$ cat src/pkg/sfd_pkg.sv
/*
 * sfd_pkg: opcodes, status bit layout, frame lengths and decoder phases
 * for the serial flash instruction decoder.
 * assumes: referenced through sfd_pkg::name by the decoder and the bench only.
 */
package sfd_pkg;

  // ----------------------------------------------------------------
  // opcodes
  // ----------------------------------------------------------------
  localparam logic [7:0] OP_WR_ENABLE = 8'h06;
  localparam logic [7:0] OP_WR_DISABLE = 8'h04;
  localparam logic [7:0] OP_RD_STATUS = 8'h05;
  localparam logic [7:0] OP_WR_STATUS = 8'h01;
  localparam logic [7:0] OP_READ = 8'h03;
  localparam logic [7:0] OP_FAST_READ = 8'h0B;
  localparam logic [7:0] OP_DUAL_READ = 8'h3B;
  localparam logic [7:0] OP_PROGRAM = 8'h02;
  localparam logic [7:0] OP_BLOCK_ERASE = 8'hD8;
  localparam logic [7:0] OP_SECTOR_ERASE = 8'h20;
  localparam logic [7:0] OP_CHIP_ERASE_A = 8'hC7;
  localparam logic [7:0] OP_CHIP_ERASE_B = 8'h60;
  localparam logic [7:0] OP_POWER_DOWN = 8'hB9;
  localparam logic [7:0] OP_RELEASE_ID = 8'hAB;
  localparam logic [7:0] OP_MAKER_ID = 8'h90;
  localparam logic [7:0] OP_JEDEC_ID = 8'h9F;

  // ----------------------------------------------------------------
  // status register layout
  // ----------------------------------------------------------------
  localparam int unsigned ST_BUSY_BIT = 0;
  localparam int unsigned ST_WEL_BIT = 1;
  localparam int unsigned ST_BP_LSB = 2;
  localparam int unsigned ST_TB_BIT = 5;
  localparam int unsigned ST_LOCK_BIT = 7;
  localparam logic [7:0] ST_WRITABLE_MASK = 8'hBC;
  localparam logic [7:0] ST_NV_RESET = 8'h00;

  // ----------------------------------------------------------------
  // frame lengths and fill values
  // ----------------------------------------------------------------
  localparam logic [2:0] BIT_LAST = 3'h7;
  localparam logic [1:0] ADDR_LAST = 2'h2;
  localparam logic [1:0] ID_DUMMY_LAST = 2'h2;
  localparam logic [1:0] JEDEC_LAST = 2'h2;
  localparam logic [7:0] UNDERRUN_BYTE = 8'hFF;
  localparam int unsigned READ_FIFO_DEPTH = 8;

  typedef enum logic [2:0] {
    PH_IDLE,
    PH_OPCODE,
    PH_ADDR,
    PH_DUMMY,
    PH_DATA_IN,
    PH_DATA_OUT,
    PH_WAIT,
    PH_IGNORE
  } sfd_phase_t;

endpackage

$ cat src/logic/sfd_fifo.sv
/*
 * sfd_fifo: small synchronous FIFO with valid/ready on both sides.
 * assumes: one clock; i_flush empties it in one cycle.
 */
`timescale 1ns/1ps
module sfd_fifo #(
  parameter int unsigned WIDTH = 8,
  parameter int unsigned DEPTH = 8
) (
  input wire logic i_sys_clk,
  input wire logic i_reset,
  input wire logic i_flush,
  input wire logic i_in_valid,
  output logic o_in_ready,
  input wire logic [WIDTH-1:0] i_in_data,
  output logic o_out_valid,
  input wire logic i_out_ready,
  output logic [WIDTH-1:0] o_out_data
);
  localparam int unsigned PW = (DEPTH > 1) ? $clog2(DEPTH) : 1;

  typedef struct packed {
    logic [DEPTH-1:0][WIDTH-1:0] mem;
    logic [PW-1:0] wr_ptr;
    logic [PW-1:0] rd_ptr;
    logic [PW:0] count;
  } sfd_fifo_state_t;

  sfd_fifo_state_t s_r;
  sfd_fifo_state_t s_nxt;
  logic push;
  logic pop;

  assign o_in_ready = (s_r.count != (PW+1)'(DEPTH));
  assign o_out_valid = (s_r.count != '0);
  assign o_out_data = s_r.mem[s_r.rd_ptr];
  assign push = i_in_valid & o_in_ready;
  assign pop = o_out_valid & i_out_ready;

  always_comb begin
    s_nxt = s_r;
    if (i_flush) begin
      s_nxt.wr_ptr = '0;
      s_nxt.rd_ptr = '0;
      s_nxt.count = '0;
    end else begin
      if (push) begin
        s_nxt.mem[s_r.wr_ptr] = i_in_data;
        s_nxt.wr_ptr = (s_r.wr_ptr == PW'(DEPTH - 1)) ? '0 : s_r.wr_ptr + 1'b1;
      end
      if (pop) begin
        s_nxt.rd_ptr = (s_r.rd_ptr == PW'(DEPTH - 1)) ? '0 : s_r.rd_ptr + 1'b1;
      end
      if (push && !pop) begin
        s_nxt.count = s_r.count + 1'b1;
      end else if (pop && !push) begin
        s_nxt.count = s_r.count - 1'b1;
      end
    end
  end

  always_ff @(posedge i_sys_clk or posedge i_reset) begin
    if (i_reset) begin
      s_r <= '0;
    end else begin
      s_r <= s_nxt;
    end
  end
endmodule

$ cat src/logic/sfd_tx_shift.sv
/*
 * sfd_tx_shift: output shifter, one bit (or two in dual mode) per step,
 * most significant first; takes a new byte when a byte boundary is hit.
 * assumes: i_step marks a serial clock falling edge inside a frame.
 */
`timescale 1ns/1ps
module sfd_tx_shift (
  input wire logic i_sys_clk,
  input wire logic i_reset,
  input wire logic i_restart,
  input wire logic i_step,
  input wire logic i_dual,
  input wire logic [7:0] i_byte,
  output logic o_take,
  output logic o_do,
  output logic o_dio
);
  typedef struct packed {
    logic [2:0] cnt;
    logic [7:0] sh;
    logic do_bit;
    logic dio_bit;
  } sfd_tx_state_t;

  sfd_tx_state_t s_r;
  sfd_tx_state_t s_nxt;
  logic [7:0] data;

  assign o_take = i_step & (s_r.cnt == '0);
  assign o_do = s_r.do_bit;
  assign o_dio = s_r.dio_bit;

  always_comb begin
    s_nxt = s_r;
    data = o_take ? i_byte : s_r.sh;
    if (i_restart) begin
      s_nxt.cnt = '0;
    end else if (i_step) begin
      // msb first; dual puts odd bits on do, even on dio
      s_nxt.do_bit = data[7];
      if (i_dual) begin
        s_nxt.dio_bit = data[6];
        s_nxt.sh = {data[5:0], 2'b00};
        s_nxt.cnt = s_r.cnt + 3'h2;
      end else begin
        s_nxt.sh = {data[6:0], 1'b0};
        s_nxt.cnt = s_r.cnt + 3'h1;
      end
    end
  end

  always_ff @(posedge i_sys_clk or posedge i_reset) begin
    if (i_reset) begin
      s_r <= '0;
    end else begin
      s_r <= s_nxt;
    end
  end
endmodule

$ cat src/logic/sfd_decoder.sv
/*
 * sfd_decoder: instruction front end of a serial flash. Frames opcodes,
 * addresses, dummy and data bytes from the serial pins, keeps the status
 * register, streams status, id and array read data back out.
 * assumes: serial pins sampled synchronously on i_sys_clk, serial clock
 * well below half of it; array side answers i_cycle_done after exec.
 */
`timescale 1ns/1ps
module sfd_decoder #(
  parameter logic [7:0] DEVICE_ID = 8'h5A,
  parameter logic [7:0] MAKER_ID = 8'hA5,
  parameter logic [7:0] MEM_TYPE = 8'h3C,
  parameter logic [7:0] MEM_CAPACITY = 8'h14,
  parameter int unsigned FIFO_DEPTH = sfd_pkg::READ_FIFO_DEPTH
) (
  input wire logic i_sys_clk,
  input wire logic i_reset,
  input wire logic i_cs_n,
  input wire logic i_sclk,
  input wire logic i_serial_data_in,
  input wire logic i_wp_n,
  output logic o_serial_data_out,
  output logic o_serial_data_out_oe_n,
  output logic o_serial_data_io_out,
  output logic o_serial_data_io_oe_n,
  input wire logic i_cycle_done,
  output logic o_exec,
  output logic [7:0] o_exec_op,
  output logic [23:0] o_exec_addr,
  output logic o_wr_valid,
  output logic [7:0] o_wr_data,
  output logic [23:0] o_wr_addr,
  output logic o_rd_stream,
  output logic [23:0] o_rd_addr,
  input wire logic i_rd_valid,
  output logic o_rd_ready,
  input wire logic [7:0] i_rd_data,
  output logic [7:0] o_status,
  output logic o_power_down
);
  typedef struct packed {
    sfd_pkg::sfd_phase_t phase;
    logic sclk_d;
    logic cs_n_d;
    logic [2:0] bit_cnt;
    logic [1:0] byte_cnt;
    logic [7:0] shift;
    logic [7:0] opcode;
    logic [23:0] addr;
    logic ready_exec;
    logic [7:0] new_status;
    logic write_enable_latch;
    logic busy;
    logic status_lock_bit;
    logic tb;
    logic [2:0] bp;
    logic pdown;
    logic rd_stream;
    logic dual;
    logic [1:0] id_sel;
    logic exec;
    logic [7:0] exec_op;
    logic [23:0] exec_addr;
    logic wr_valid;
    logic [7:0] wr_data;
    logic [23:0] wr_addr;
  } sfd_dec_state_t;

  sfd_dec_state_t s_r;
  sfd_dec_state_t s_nxt;
  logic cs_fall;
  logic cs_rise;
  logic sclk_rise;
  logic sclk_fall;
  logic [7:0] byte_in;
  logic [7:0] status;
  logic [7:0] tx_byte;
  logic tx_take;
  logic tx_step;
  logic fifo_valid;
  logic fifo_pop;
  logic fifo_in_ready;
  logic [7:0] fifo_data;
  logic out_phase;

  // ----------------------------------------------------------------
  // pin edges
  // ----------------------------------------------------------------
  assign cs_fall = ~i_cs_n & s_r.cs_n_d;
  assign cs_rise = i_cs_n & ~s_r.cs_n_d;
  assign sclk_rise = i_sclk & ~s_r.sclk_d & ~i_cs_n;
  assign sclk_fall = ~i_sclk & s_r.sclk_d & ~i_cs_n;
  assign byte_in = {s_r.shift[6:0], i_serial_data_in};
  assign out_phase = (s_r.phase == sfd_pkg::PH_DATA_OUT) & ~i_cs_n;
  assign tx_step = sclk_fall & (s_r.phase == sfd_pkg::PH_DATA_OUT);

  // ----------------------------------------------------------------
  // status register image
  // ----------------------------------------------------------------
  always_comb begin
    status = '0;
    status[sfd_pkg::ST_BUSY_BIT] = s_r.busy;
    status[sfd_pkg::ST_WEL_BIT] = s_r.write_enable_latch;
    status[sfd_pkg::ST_BP_LSB +: 3] = s_r.bp;
    status[sfd_pkg::ST_TB_BIT] = s_r.tb;
    status[sfd_pkg::ST_LOCK_BIT] = s_r.status_lock_bit;
  end

  // ----------------------------------------------------------------
  // output byte source
  // ----------------------------------------------------------------
  always_comb begin
    tx_byte = sfd_pkg::UNDERRUN_BYTE;
    case (s_r.opcode)
      sfd_pkg::OP_RD_STATUS: tx_byte = status; // fresh each byte
      sfd_pkg::OP_RELEASE_ID: tx_byte = DEVICE_ID;
      sfd_pkg::OP_MAKER_ID: tx_byte = s_r.id_sel[0] ? DEVICE_ID : MAKER_ID;
      sfd_pkg::OP_JEDEC_ID: begin
        case (s_r.id_sel)
          2'h0: tx_byte = MAKER_ID;
          2'h1: tx_byte = MEM_TYPE;
          default: tx_byte = MEM_CAPACITY;
        endcase
      end
      default: tx_byte = fifo_valid ? fifo_data : sfd_pkg::UNDERRUN_BYTE;
    endcase
  end

  assign fifo_pop = tx_take & s_r.rd_stream;

  // ----------------------------------------------------------------
  // instruction framing
  // ----------------------------------------------------------------
  always_comb begin
    s_nxt = s_r;
    s_nxt.sclk_d = i_sclk;
    s_nxt.cs_n_d = i_cs_n;
    s_nxt.exec = 1'b0;
    s_nxt.wr_valid = 1'b0;
    if (i_cycle_done) begin
      s_nxt.busy = 1'b0;
      s_nxt.write_enable_latch = 1'b0;
    end
    if (tx_take && !s_r.rd_stream) begin
      s_nxt.id_sel = (s_r.id_sel == sfd_pkg::JEDEC_LAST) ? '0 : s_r.id_sel + 2'h1;
    end
    if (cs_fall) begin
      s_nxt.phase = sfd_pkg::PH_OPCODE;
      s_nxt.bit_cnt = '0;
      s_nxt.byte_cnt = '0;
      s_nxt.ready_exec = 1'b0;
      s_nxt.rd_stream = 1'b0;
      s_nxt.dual = 1'b0;
      s_nxt.id_sel = '0;
    end else if (cs_rise) begin
      // partial last byte kills a write
      if (s_r.ready_exec && s_r.bit_cnt == '0) begin
        case (s_r.opcode)
          sfd_pkg::OP_WR_ENABLE: s_nxt.write_enable_latch = 1'b1;
          sfd_pkg::OP_WR_DISABLE: s_nxt.write_enable_latch = 1'b0;
          sfd_pkg::OP_POWER_DOWN: s_nxt.pdown = 1'b1;
          sfd_pkg::OP_WR_STATUS: begin
            if (!(s_r.status_lock_bit && !i_wp_n)) begin
              // only lock, tb and bp are written
              s_nxt.status_lock_bit = s_r.new_status[sfd_pkg::ST_LOCK_BIT];
              s_nxt.tb = s_r.new_status[sfd_pkg::ST_TB_BIT];
              s_nxt.bp = s_r.new_status[sfd_pkg::ST_BP_LSB +: 3];
              s_nxt.busy = 1'b1;
              s_nxt.exec = 1'b1;
            end
          end
          default: begin
            s_nxt.busy = 1'b1;
            s_nxt.exec = 1'b1;
          end
        endcase
        s_nxt.exec_op = s_r.opcode;
        s_nxt.exec_addr = s_r.addr;
      end
      s_nxt.phase = sfd_pkg::PH_IDLE;
      s_nxt.ready_exec = 1'b0;
      s_nxt.rd_stream = 1'b0;
      s_nxt.dual = 1'b0;
    end else if (sclk_rise) begin
      s_nxt.shift = byte_in;
      s_nxt.bit_cnt = s_r.bit_cnt + 3'h1;
      if (s_r.bit_cnt == sfd_pkg::BIT_LAST) begin
        case (s_r.phase)
          sfd_pkg::PH_OPCODE: begin
            s_nxt.opcode = byte_in;
            s_nxt.phase = sfd_pkg::PH_IGNORE;
            if (s_r.busy && byte_in != sfd_pkg::OP_RD_STATUS) begin
              s_nxt.phase = sfd_pkg::PH_IGNORE;
            end else if (s_r.pdown && byte_in != sfd_pkg::OP_RELEASE_ID
                         && byte_in != sfd_pkg::OP_RD_STATUS) begin
              s_nxt.phase = sfd_pkg::PH_IGNORE;
            end else begin
              case (byte_in)
                sfd_pkg::OP_WR_ENABLE, sfd_pkg::OP_WR_DISABLE,
                sfd_pkg::OP_POWER_DOWN: begin
                  s_nxt.phase = sfd_pkg::PH_WAIT;
                  s_nxt.ready_exec = 1'b1;
                end
                sfd_pkg::OP_RD_STATUS: s_nxt.phase = sfd_pkg::PH_DATA_OUT;
                sfd_pkg::OP_WR_STATUS: begin
                  if (s_r.write_enable_latch) s_nxt.phase = sfd_pkg::PH_DATA_IN;
                end
                sfd_pkg::OP_READ, sfd_pkg::OP_FAST_READ, sfd_pkg::OP_DUAL_READ,
                sfd_pkg::OP_MAKER_ID: s_nxt.phase = sfd_pkg::PH_ADDR;
                sfd_pkg::OP_PROGRAM, sfd_pkg::OP_BLOCK_ERASE,
                sfd_pkg::OP_SECTOR_ERASE: begin
                  if (s_r.write_enable_latch) s_nxt.phase = sfd_pkg::PH_ADDR;
                end
                sfd_pkg::OP_CHIP_ERASE_A, sfd_pkg::OP_CHIP_ERASE_B: begin
                  if (s_r.write_enable_latch) begin
                    s_nxt.phase = sfd_pkg::PH_WAIT;
                    s_nxt.ready_exec = 1'b1;
                  end
                end
                sfd_pkg::OP_RELEASE_ID: begin
                  s_nxt.pdown = 1'b0;
                  s_nxt.phase = sfd_pkg::PH_DUMMY;
                end
                sfd_pkg::OP_JEDEC_ID: s_nxt.phase = sfd_pkg::PH_DATA_OUT;
                default: s_nxt.phase = sfd_pkg::PH_IGNORE;
              endcase
            end
          end
          sfd_pkg::PH_ADDR: begin
            s_nxt.addr = {s_r.addr[15:0], byte_in};
            s_nxt.byte_cnt = s_r.byte_cnt + 2'h1;
            if (s_r.byte_cnt == sfd_pkg::ADDR_LAST) begin
              s_nxt.byte_cnt = '0;
              case (s_r.opcode)
                sfd_pkg::OP_READ: begin
                  s_nxt.phase = sfd_pkg::PH_DATA_OUT;
                  s_nxt.rd_stream = 1'b1;
                end
                sfd_pkg::OP_FAST_READ, sfd_pkg::OP_DUAL_READ: begin
                  s_nxt.phase = sfd_pkg::PH_DUMMY;
                end
                sfd_pkg::OP_PROGRAM: s_nxt.phase = sfd_pkg::PH_DATA_IN;
                sfd_pkg::OP_MAKER_ID: s_nxt.phase = sfd_pkg::PH_DATA_OUT;
                default: begin
                  s_nxt.phase = sfd_pkg::PH_WAIT;
                  s_nxt.ready_exec = 1'b1;
                end
              endcase
            end
          end
          sfd_pkg::PH_DUMMY: begin
            s_nxt.byte_cnt = s_r.byte_cnt + 2'h1;
            if (s_r.opcode != sfd_pkg::OP_RELEASE_ID) begin
              s_nxt.phase = sfd_pkg::PH_DATA_OUT;
              s_nxt.rd_stream = 1'b1;
              s_nxt.dual = (s_r.opcode == sfd_pkg::OP_DUAL_READ);
            end else if (s_r.byte_cnt == sfd_pkg::ID_DUMMY_LAST) begin
              s_nxt.phase = sfd_pkg::PH_DATA_OUT;
            end
          end
          sfd_pkg::PH_DATA_IN: begin
            s_nxt.ready_exec = 1'b1;
            if (s_r.opcode == sfd_pkg::OP_WR_STATUS) begin
              s_nxt.new_status = byte_in & sfd_pkg::ST_WRITABLE_MASK;
              s_nxt.phase = sfd_pkg::PH_WAIT;
            end else begin
              s_nxt.wr_data = byte_in;
              s_nxt.wr_valid = 1'b1;
              s_nxt.wr_addr = s_r.addr;
              s_nxt.addr = {s_r.addr[23:8], s_r.addr[7:0] + 8'h01};
            end
          end
          default: s_nxt.phase = s_r.phase;
        endcase
      end
    end
  end

  always_ff @(posedge i_sys_clk or posedge i_reset) begin
    if (i_reset) begin
      s_r <= '0;
      s_r.phase <= sfd_pkg::PH_IDLE;
      s_r.cs_n_d <= 1'b1;
      s_r.status_lock_bit <= sfd_pkg::ST_NV_RESET[sfd_pkg::ST_LOCK_BIT];
      s_r.tb <= sfd_pkg::ST_NV_RESET[sfd_pkg::ST_TB_BIT];
      s_r.bp <= sfd_pkg::ST_NV_RESET[sfd_pkg::ST_BP_LSB +: 3];
      s_r.write_enable_latch <= 1'b0;
    end else begin
      s_r <= s_nxt;
    end
  end

  // ----------------------------------------------------------------
  // read data buffer and output shifter
  // ----------------------------------------------------------------
  sfd_fifo #(
    .WIDTH(8),
    .DEPTH(FIFO_DEPTH)
  ) u_rd_fifo (
    .i_sys_clk(i_sys_clk),
    .i_reset(i_reset),
    .i_flush(~s_r.rd_stream),
    .i_in_valid(i_rd_valid & s_r.rd_stream),
    .o_in_ready(fifo_in_ready),
    .i_in_data(i_rd_data),
    .o_out_valid(fifo_valid),
    .i_out_ready(fifo_pop),
    .o_out_data(fifo_data)
  );

  sfd_tx_shift u_tx (
    .i_sys_clk(i_sys_clk),
    .i_reset(i_reset),
    .i_restart(cs_fall),
    .i_step(tx_step),
    .i_dual(s_r.dual),
    .i_byte(tx_byte),
    .o_take(tx_take),
    .o_do(o_serial_data_out),
    .o_dio(o_serial_data_io_out)
  );

  // ----------------------------------------------------------------
  // outputs
  // ----------------------------------------------------------------
  assign o_rd_ready = fifo_in_ready & s_r.rd_stream;
  assign o_serial_data_out_oe_n = ~out_phase;
  assign o_serial_data_io_oe_n = ~(out_phase & s_r.dual);
  assign o_rd_stream = s_r.rd_stream;
  assign o_rd_addr = s_r.addr;
  assign o_exec = s_r.exec;
  assign o_exec_op = s_r.exec_op;
  assign o_exec_addr = s_r.exec_addr;
  assign o_wr_valid = s_r.wr_valid;
  assign o_wr_data = s_r.wr_data;
  assign o_wr_addr = s_r.wr_addr;
  assign o_status = status;
  assign o_power_down = s_r.pdown;
endmodule

$ cat config.mk
export PLATFORM = sky130hd
export DESIGN_NAME = sfd_decoder
export DESIGN_NICKNAME = d
export VERILOG_FILES = /design/src/pkg/sfd_pkg.sv /design/src/logic/sfd_fifo.sv /design/src/logic/sfd_tx_shift.sv /design/src/logic/sfd_decoder.sv
export SDC_FILE = /design/constraint.sdc
export NUM_CORES = 1
export LEC_CHECK = 0
export ABC_AREA = 1
export CAP_MARGIN = 15
export CORE_MARGIN = 3
export CORE_UTILIZATION = 50
export DETAILED_ROUTE_END_ITERATION = 8
export DONT_BUFFER_PORTS = 1
export SLEW_MARGIN = 20
export SYNTH_ARGS = -nofsm -noshare
export SYNTH_HDL_FRONTEND = slang
export SYNTH_HIERARCHICAL = 1
export SYNTH_SLANG_ARGS = --single-unit
$ cat constraint.sdc
create_clock -name i_sys_clk -period 6.55 [get_ports i_sys_clk]
set_input_delay 0.655 -clock i_sys_clk [delete_from_list [all_inputs] [get_ports i_sys_clk]]
set_output_delay 0.655 -clock i_sys_clk [all_outputs]
set_load 0.01 [all_outputs]
==> flow_metrics.tcl, run 1 <==
set metrics [dict create \
    syn_to_final_growth_pct 3.01 \
    fmax_ghz 0.274 \
    rsz0062_at_grt "no" \
    p_leak_nw 5.71 \
    reg2reg_to "u_rd_fifo/s_r[3]" \
    start_util 0.517 \
    p_int_mw 2.53 \
    cts_sinks 219 \
    cts_htree_levels 1 \
    ioPinCount 121 \
    fin_cells 1574 \
    synth_cell_types 51 \
    critical_path_class "register to register" \
    finalCritPeriodShare 0.558 \
    hold_buffers 0 \
    p_sw_frac 0.260 \
    power.density_mw_per_mm2 289 \
    maxCapViolations 0 \
    grt.total_usage 0.217 \
    finalSetupViolations 0 \
    numCtsBuffers 25 \
    min_period_ns 3.65 \
    synth-main-ff-cell "dfrtp_1" \
    worst_setup_path_start_kind "register" \
    worst_ep_required_time_ns 6.95 \
    crit_end "u_rd_fifo/s_r[3]" \
    fin_total_pwr_mw 3.42 \
    dp.cells 1529 \
    synth-edff-count 0 \
    avgSynthCellArea_um2 8.32 \
    routabilityCongestion 0.890 \
    rows 54 \
    p_sw_mw 0.888 \
    maxSlewViolCount 0 \
    grt-ovfl-total 0 \
    clock_path_buffers 3 \
    worst_ep_arrival_time_ns 4.05 \
    ant_nets 0 \
    worst_pin_slew_ns 0.976 \
    r2r_setup_slack_ns 2.90 \
    cts_resized 0 \
    drive_above_1_share 0.0866 \
    cts_tree "done" \
    routedWlPerCell_um 17.1 \
    post_cts_buffers 0 \
    drtIter0Drc 656 \
    grt_first_pass_wirelength_um 43600 \
    clock-skew-final_ns 0.0161 \
    async_reset_ff_frac 1.00 \
    placed_area_mm2 0.0109 \
    ys_ff_latch 219 \
    r2r_start "s_r[136]" \
    setup_tns_ns 0 \
    die_area_mm2 0.0249 \
    hold_violations 0 \
    die_height_um 158 \
    yosys_warnings 6 \
    fp.dieW_um 158 \
    fin_area_mm2 0.0118 \
    clockRootBuffer "clkbuf_16" \
    hp-class "input pin to asynchronous set/reset pin" \
    nets 1307 \
    grt_max_degree 75 \
    dp_hpwl_um 18600 \
    core_area_mm2 0.0222 \
    clkLatencyLatePin_ns 0.51 \
    vias 8444 \
    crit_start "s_r[136]" \
    ir_drop_mv 0.216 \
    finalWirelength_um 26900 \
    vias_per_cell 5.36 \
    drc 0 \
    syn_nets 1413 \
    max_slew_margin 0.344 \
    status "complete, no violations" \
    synth_seq_area_share 0.477 \
    synth_cells 1382 \
    r2r_cells 16 \
    grt_pass1_vias 8035 \
    netlist_area_mm2 0.0115 \
    p_comb_frac 0.111 \
    pwr-share-seq 0.430 \
    numPortBuffers 0 \
    critPathMaxFanout 9 \
    antenna_cells 0 \
    power.share.clock 0.459 \
    first_pass_iters 5 \
    cp-end-kind "register" \
    antenna_found_initial 0 \
    clkTransAtPathRegs_ns 0.06 \
]
area by class of cell:
type | count | area [um^2]
tap | 280 | 350
clock buffer | 35 | 733
clock inverter | 10 | 204
timing repair buffer | 5 | 37.5
sequential | 219 | 5480
multi-input combinational | 890 | 4530
inverter | 135 | 514
fill | 2126 | 10400
cells in the mapped netlist, types with 2 or more instances:
| master | n | area (um^2) |
|---|---|---|
| nor2_4 | 7 | 78.8 |
| nor3_1 | 8 | 40.0 |
| nand3_1 | 67 | 335 |
| clkbuf_1 | 18 | 67.6 |
| nand2_2 | 3 | 18.8 |
| a22oi_1 | 3 | 22.5 |
| nand4_1 | 8 | 50.1 |
| nand3_2 | 3 | 30.0 |
| a211oi_1 | 2 | 15.0 |
| o22ai_1 | 11 | 68.8 |
| nor2_2 | 5 | 31.3 |
| nor2_1 | 124 | 465 |
| dfrtp_1 | 218 | 5460 |
| ha_1 | 14 | 175 |
| clkbuf_2 | 2 | 10.0 |
| mux2_4 | 4 | 60.1 |
| nand3b_1 | 2 | 15.0 |
| a21oi_1 | 20 | 100 |
| o21ai_2 | 14 | 123 |
| nor4_1 | 2 | 12.5 |
| inv_2 | 8 | 30.0 |
| inv_1 | 125 | 469 |
| nand2_1 | 319 | 1200 |
| buf_6 | 8 | 90.1 |
| xor2_1 | 2 | 17.5 |
| o31ai_1 | 17 | 128 |
| buf_4 | 100 | 751 |
| o21ai_1 | 51 | 255 |
| o211ai_1 | 4 | 30.0 |
| nand4_4 | 8 | 170 |
| nor2_8 | 2 | 40.0 |
| o21ai_0 | 166 | 831 |
| a31oi_1 | 9 | 56.3 |
| buf_2 | 9 | 45.0 |
| nand2_4 | 3 | 33.8 |
power groups by stage:
| stage | Sequential (mW) | Clock (mW) | Combinational, mW |
|---|---|---|---|
| finish | 1.47 | 1.57 | 0.381 |
| global route | 1.48 | 1.66 | 0.435 |
| CTS | 1.47 | 1.61 | 0.381 |
| floorplan | 1.48 | 0 | 0.300 |
| global placement | 1.49 | 0 | 0.376 |
| detailed placement | 1.50 | 0 | 0.378 |
cells in the final DEF, fill, tap and decap left out, types with 8 or more instances in the layout:
master / synthesis / routed
o31ai_1: 17 / 17
clkbuf_16: 0 / 25
o21ai_2: 14 / 14
nand3_1: 67 / 67
nand4_4: 8 / 8
inv_1: 125 / 123
a31oi_1: 9 / 9
nor3_1: 8 / 8
a21oi_1: 20 / 20
nand4_1: 8 / 8
dfrtp_1: 218 / 218
o21ai_0: 166 / 166
nand2_1: 319 / 319
o21ai_1: 51 / 51
ha_1: 14 / 14
inv_2: 8 / 9
nor2_1: 124 / 124
o22ai_1: 11 / 11
worst min path at each step:
| stage | to | cells past startpoint |
|---|---|---|
| after CTS | u_tx/s_r[7] | 1 |
| final | u_tx/s_r[7] | 1 |
| after global routing | u_tx/s_r[8] | 1 |
| after global placement | u_rd_fifo/s_r[53] | 2 |
| after floorplan | s_r[86] | 2 |
| after detailed placement | u_rd_fifo/s_r[36] | 2 |
logic make-up after synthesis:
| group | synth area share |
|---|---|
| flip-flops | 0.477 |
| AND/OR/NAND/NOR | 0.225 |
| buffers and inverters | 0.130 |
| multiplexers | 0.00522 |
| XOR/XNOR | 0.00152 |
| adder cells (fa/ha/maj) | 0.0170 |
| other | 0.000326 |
| AO/OA/AOI/OAI | 0.144 |
flip-flops by register name (all words and copies together), names as in the netlist:
signal	count
o_wr_data	8
o_exec_addr	24
u_tx/o_dio	1
u_tx/o_do	1
s_r	27
o_exec	1
o_power_down	1
o_status	7
o_wr_addr	24
byte_in	7
u_rd_fifo/s_r	74
o_rd_stream	1
o_wr_valid	1
o_exec_op	8
u_tx/s_r	10
o_rd_addr	24
routing by layer:
metal | global-route usage | vias to the layer above | wire length (um)
met2 | 0.345 | 204 | 12200
met1 | 0.308 | 3984 | 12400
met4 | 0.0479 | 0 | 543
li1 | - | 4220 | -
met5 | 0 | - | 0
met3 | 0.0451 | 36 | 1730
worst max-delay path, cell delays in order, from the launching register on:
cell     delay (ns)
dfrtp_1        0.40
inv_1          0.10
nor4_1         0.38
inv_1          0.17
nor3_1         0.78
nand2_2        0.14
nor2_4         0.24
nand2_1        0.08
inv_1          0.08
nand2_1        0.10
nand3_1        0.22
ha_1           0.29
a21o_1         0.17
a21oi_1        0.16
nand3_1        0.10
nand3_1        0.09
nand2_1        0.05
through the flow:
step / hold WS (ns) / setup WS (ns) / util
after floorplan: 0.442 / 2.34 / -
after detailed placement: 0.463 / 2.72 / 0.491
final: 0.0310 / 2.90 / 0.533
after global placement: 0.459 / 2.82 / 0.491
after CTS: 0.0319 / 2.88 / 0.533
after global routing: 0.0608 / 2.44 / 0.533
Power figures use the tool's default switching activity.
==> inputs of run 2 (changes only) <==
--- a/config.mk
+++ b/config.mk
@@ -5,7 +5,7 @@
 export SDC_FILE = /design/constraint.sdc
 export NUM_CORES = 1
 export LEC_CHECK = 0
-export ABC_AREA = 1
+export ABC_AREA = 0
 export CAP_MARGIN = 15
 export CORE_MARGIN = 3
 export CORE_UTILIZATION = 50
==> constraint.sdc (replaced) <==
create_clock -name i_sys_clk -period 3.4 [get_ports i_sys_clk]
set_input_delay 0.34 -clock i_sys_clk [delete_from_list [all_inputs] [get_ports i_sys_clk]]
set_output_delay 0.34 -clock i_sys_clk [all_outputs]
set_load 0.01 [all_outputs]
==> run 2 against run 1 <==
Against the previous run: fmax up 16%; sequential share of layout area down 0.61 points; routed wire length down 4.0%; die area down 0.16%; clock skew down 0.0067 ns; worst setup slack worse by 2.6 ns; register-to-register slack worse by 2.6 ns; synthesized area down 0.17%; global-route usage down 0.67 points; critical path depth down 3; combinational power up 43%; critical path type unchanged; critical endpoint unchanged; largest cell class unchanged.
==> flow_metrics.tcl, run 2 <==
set metrics [dict create \
    p_leak_nw 5.75 \
    drive_above_1_share 0.245 \
    clockRootBuffer "clkbuf_16" \
    clock_path_buffers 3 \
    fmax_ghz 0.319 \
    yosys_warnings 6 \
    drc 0 \
    r2r_start "s_r[135]" \
    final_common_cell "dfrtp_1" \
    finalSetupViolations 0 \
    post_cts_buffers 0 \
    max_slew_margin 0.498 \
    dp.cells 1141 \
    grt-ovfl-total 0 \
    setup_tns_ns 0 \
    antenna_found_initial 0 \
    vias 7271 \
    worst_ep_arrival_time_ns 3.54 \
    critPathMaxFanout 9 \
    core_area_mm2 0.0222 \
    synth_seq_area_share 0.477 \
    nets 931 \
    worst_setup_path_start_kind "register" \
    hp-class "input pin to register" \
    largestRegisters "u_rd_fifo/s_r (74), s_r (27)" \
    r2r_setup_slack_ns 0.26 \
    min_from "i_serial_data_in" \
    pwr-share-seq 0.457 \
    crit_slowest_cell "dfrtp_1" \
    fin_cells 1198 \
    numCtsBuffers 24 \
    finalWirelength_um 25900 \
    rows 54 \
    die_height_um 158 \
    start_util 0.518 \
    grt_pass1_vias 7436 \
    netlist_area_mm2 0.0115 \
    maxCapViolations 0 \
    dp_hpwl_um 17900 \
    final_cell_mix "218 x dfrtp_1, 122 x mux2_2, 77 x nand2_1, 40 x nor2_1, 37 x mux2_1" \
    synthTopCellsByCount "218 x dfrtp_1, 122 x mux2_2, 98 x buf_4" \
    routedWlPerCell_um 21.6 \
    p_comb_frac 0.087 \
    p_sw_frac 0.253 \
    p_sw_mw 1.58 \
    critical-path-max-stage-delay_ns 0.46 \
    ioPinCount 121 \
    ant_nets 0 \
    grt.total_usage 0.210 \
    finalCritPeriodShare 0.923 \
    power.share.clock 0.456 \
    cts_tree "done" \
    worst_pin_slew_ns 0.752 \
    die_area_mm2 0.0248 \
    yosys.area.top_type "dfrtp_1" \
    vias_per_cell 6.07 \
    clock-skew-final_ns 0.00932 \
    drtIter0Drc 525 \
    synth-main-ff-cell "dfrtp_1" \
    post-synth-top-area-fraction 0.475 \
    maxSlewViolCount 0 \
    async_reset_ff_frac 1.00 \
    grt_max_degree 134 \
    yosysMostFrequentCell "dfrtp_1" \
    antenna_cells 0 \
    synth_cells 995 \
    routabilityCongestion 0.925 \
    power.density_mw_per_mm2 521 \
    first_pass_iters 7 \
    crit_start "s_r[135]" \
    synth_cell_types 82 \
    numPortBuffers 0 \
    rsz0062_at_grt "no" \
    syn_to_final_growth_pct 4.58 \
    hold_violations 0 \
    cp-end-kind "register" \
    avgSynthCellArea_um2 11.5 \
    ys_ff_latch 219 \
    largest_register_ffs 74 \
    grt_first_pass_wirelength_um 41500 \
    cts_sinks 219 \
    worst_ep_required_time_ns 3.81 \
    ir_drop_mv 0.414 \
    yosys-top-cells-area "dfrtp_1 48%, mux2_2 12%, buf_4 6.4%" \
    critical_path.cell_chain "nand4b_1 -> nor3b_1 -> buf_4 -> nand3b_4 -> inv_2 -> and2_2 -> o41ai_4 -> nand3_1 -> ha_1 -> a21o_1 -> a2111oi_1 -> mux2i_1 -> o311ai_1" \
    regMostFlops "u_rd_fifo/s_r" \
    worst_slack_ns 0.263 \
    syn_nets 1026 \
    min_period_ns 3.14 \
    fp.dieW_um 158 \
    critical_path_class "register to register" \
    clkTransAtPathRegs_ns 0.06 \
    synth-edff-count 0 \
    cts_htree_levels 1 \
    p_int_mw 4.67 \
    pre_cts_slack_ns 0.187 \
    clkLatencyLatePin_ns 0.52 \
    status "complete, no violations" \
]
## run 2: cell types whose count changed in the layout (fill, tap and decap cells not counted), moves of 43 or more
cell and change:
inv_1 -99, o21ai_1 -43, o21ai_0 -137, nand2_1 -242, mux2_2 +122, nor2_1 -84
## run 2: cells by family (layout without fill, tap and decap cells)
group,Yosys count,after routing,share of synthesized area
multiplexers,185,185,0.201
flip-flops,219,219,0.477
adder cells (fa/ha/maj),15,15,0.0170
AND/OR/NAND/NOR,258,258,0.127
AO/OA/AOI/OAI,136,136,0.0801
XOR/XNOR,5,5,0.00381
other,1,1,0.000327
buffers and inverters,176,99,0.0933
## run 2: power by group through the flow
stage	Clock [mW]	Sequential [mW]	Combinational [mW]
2_1_floorplan	0	2.77	0.498
3_3_place_gp	0	2.90	0.505
3_5_place_dp	0	2.90	0.517
4_1_cts	2.93	2.85	0.544
5_1_grt	3.05	2.87	0.609
6_report	2.85	2.86	0.544
## run 2: worst paths after layout
kind,end,depth (start not counted)
setup reg to reg,u_rd_fifo/s_r[3],13
min in group asynchronous,u_tx/o_do,2
setup / recovery,u_rd_fifo/s_r[3],13
max in group asynchronous,u_rd_fifo/s_r[33],3
hold reg to reg,u_tx/s_r[9],2
hold / removal,o_rd_addr[0],2
## run 2: layout make-up
class	instances	area, um^2
fillers	1876	10200
flip-flops and latches	219	5480
inverters	28	109
clock buffers	32	712
well taps	280	350
repair buffers	27	248
clock inverters	12	173
multi-input cells	600	4930
## run 2: layer usage
metal | up-vias | global-route usage | share of wire | wire, um
met4 | 0 | 0.0475 | 0.020 | 517
met1 | 3751 | 0.305 | 0.45 | 11600
li1 | 3285 | - | - | -
met2 | 201 | 0.324 | 0.46 | 11900
met5 | - | 0 | 0 | 0
met3 | 34 | 0.0487 | 0.069 | 1800
## run 2: critical path: cells and delay by family (launching register included)
family / cells / cell delay (ns)
and+or+nand+nor: 5 / 1.01
AOI/OAI and AO/OA: 4 / 0.85
DFF: 1 / 0.46
buffers and inverters: 2 / 0.32
adders and majority gates: 1 / 0.26
muxes: 1 / 0.13
## run 2: what timing repair did
item,in CTS,in global routing
setup endpoints to repair,0,1
hold buffers,13,0
hold endpoints to repair,238,0
resized for setup,0,3
## run 2: stage by stage
step                      hold slack [ns]  total power [mW]   util  instance area, um^2
after floorplan                     0.205              3.27      -                11500
after global placement              0.267              3.40  0.496                11000
after detailed placement            0.278              3.42  0.496                11000
after CTS                          0.0422              6.33  0.542                12000
after global routing               0.0705              6.53  0.542                12000
final                              0.0666              6.25  0.542                12000
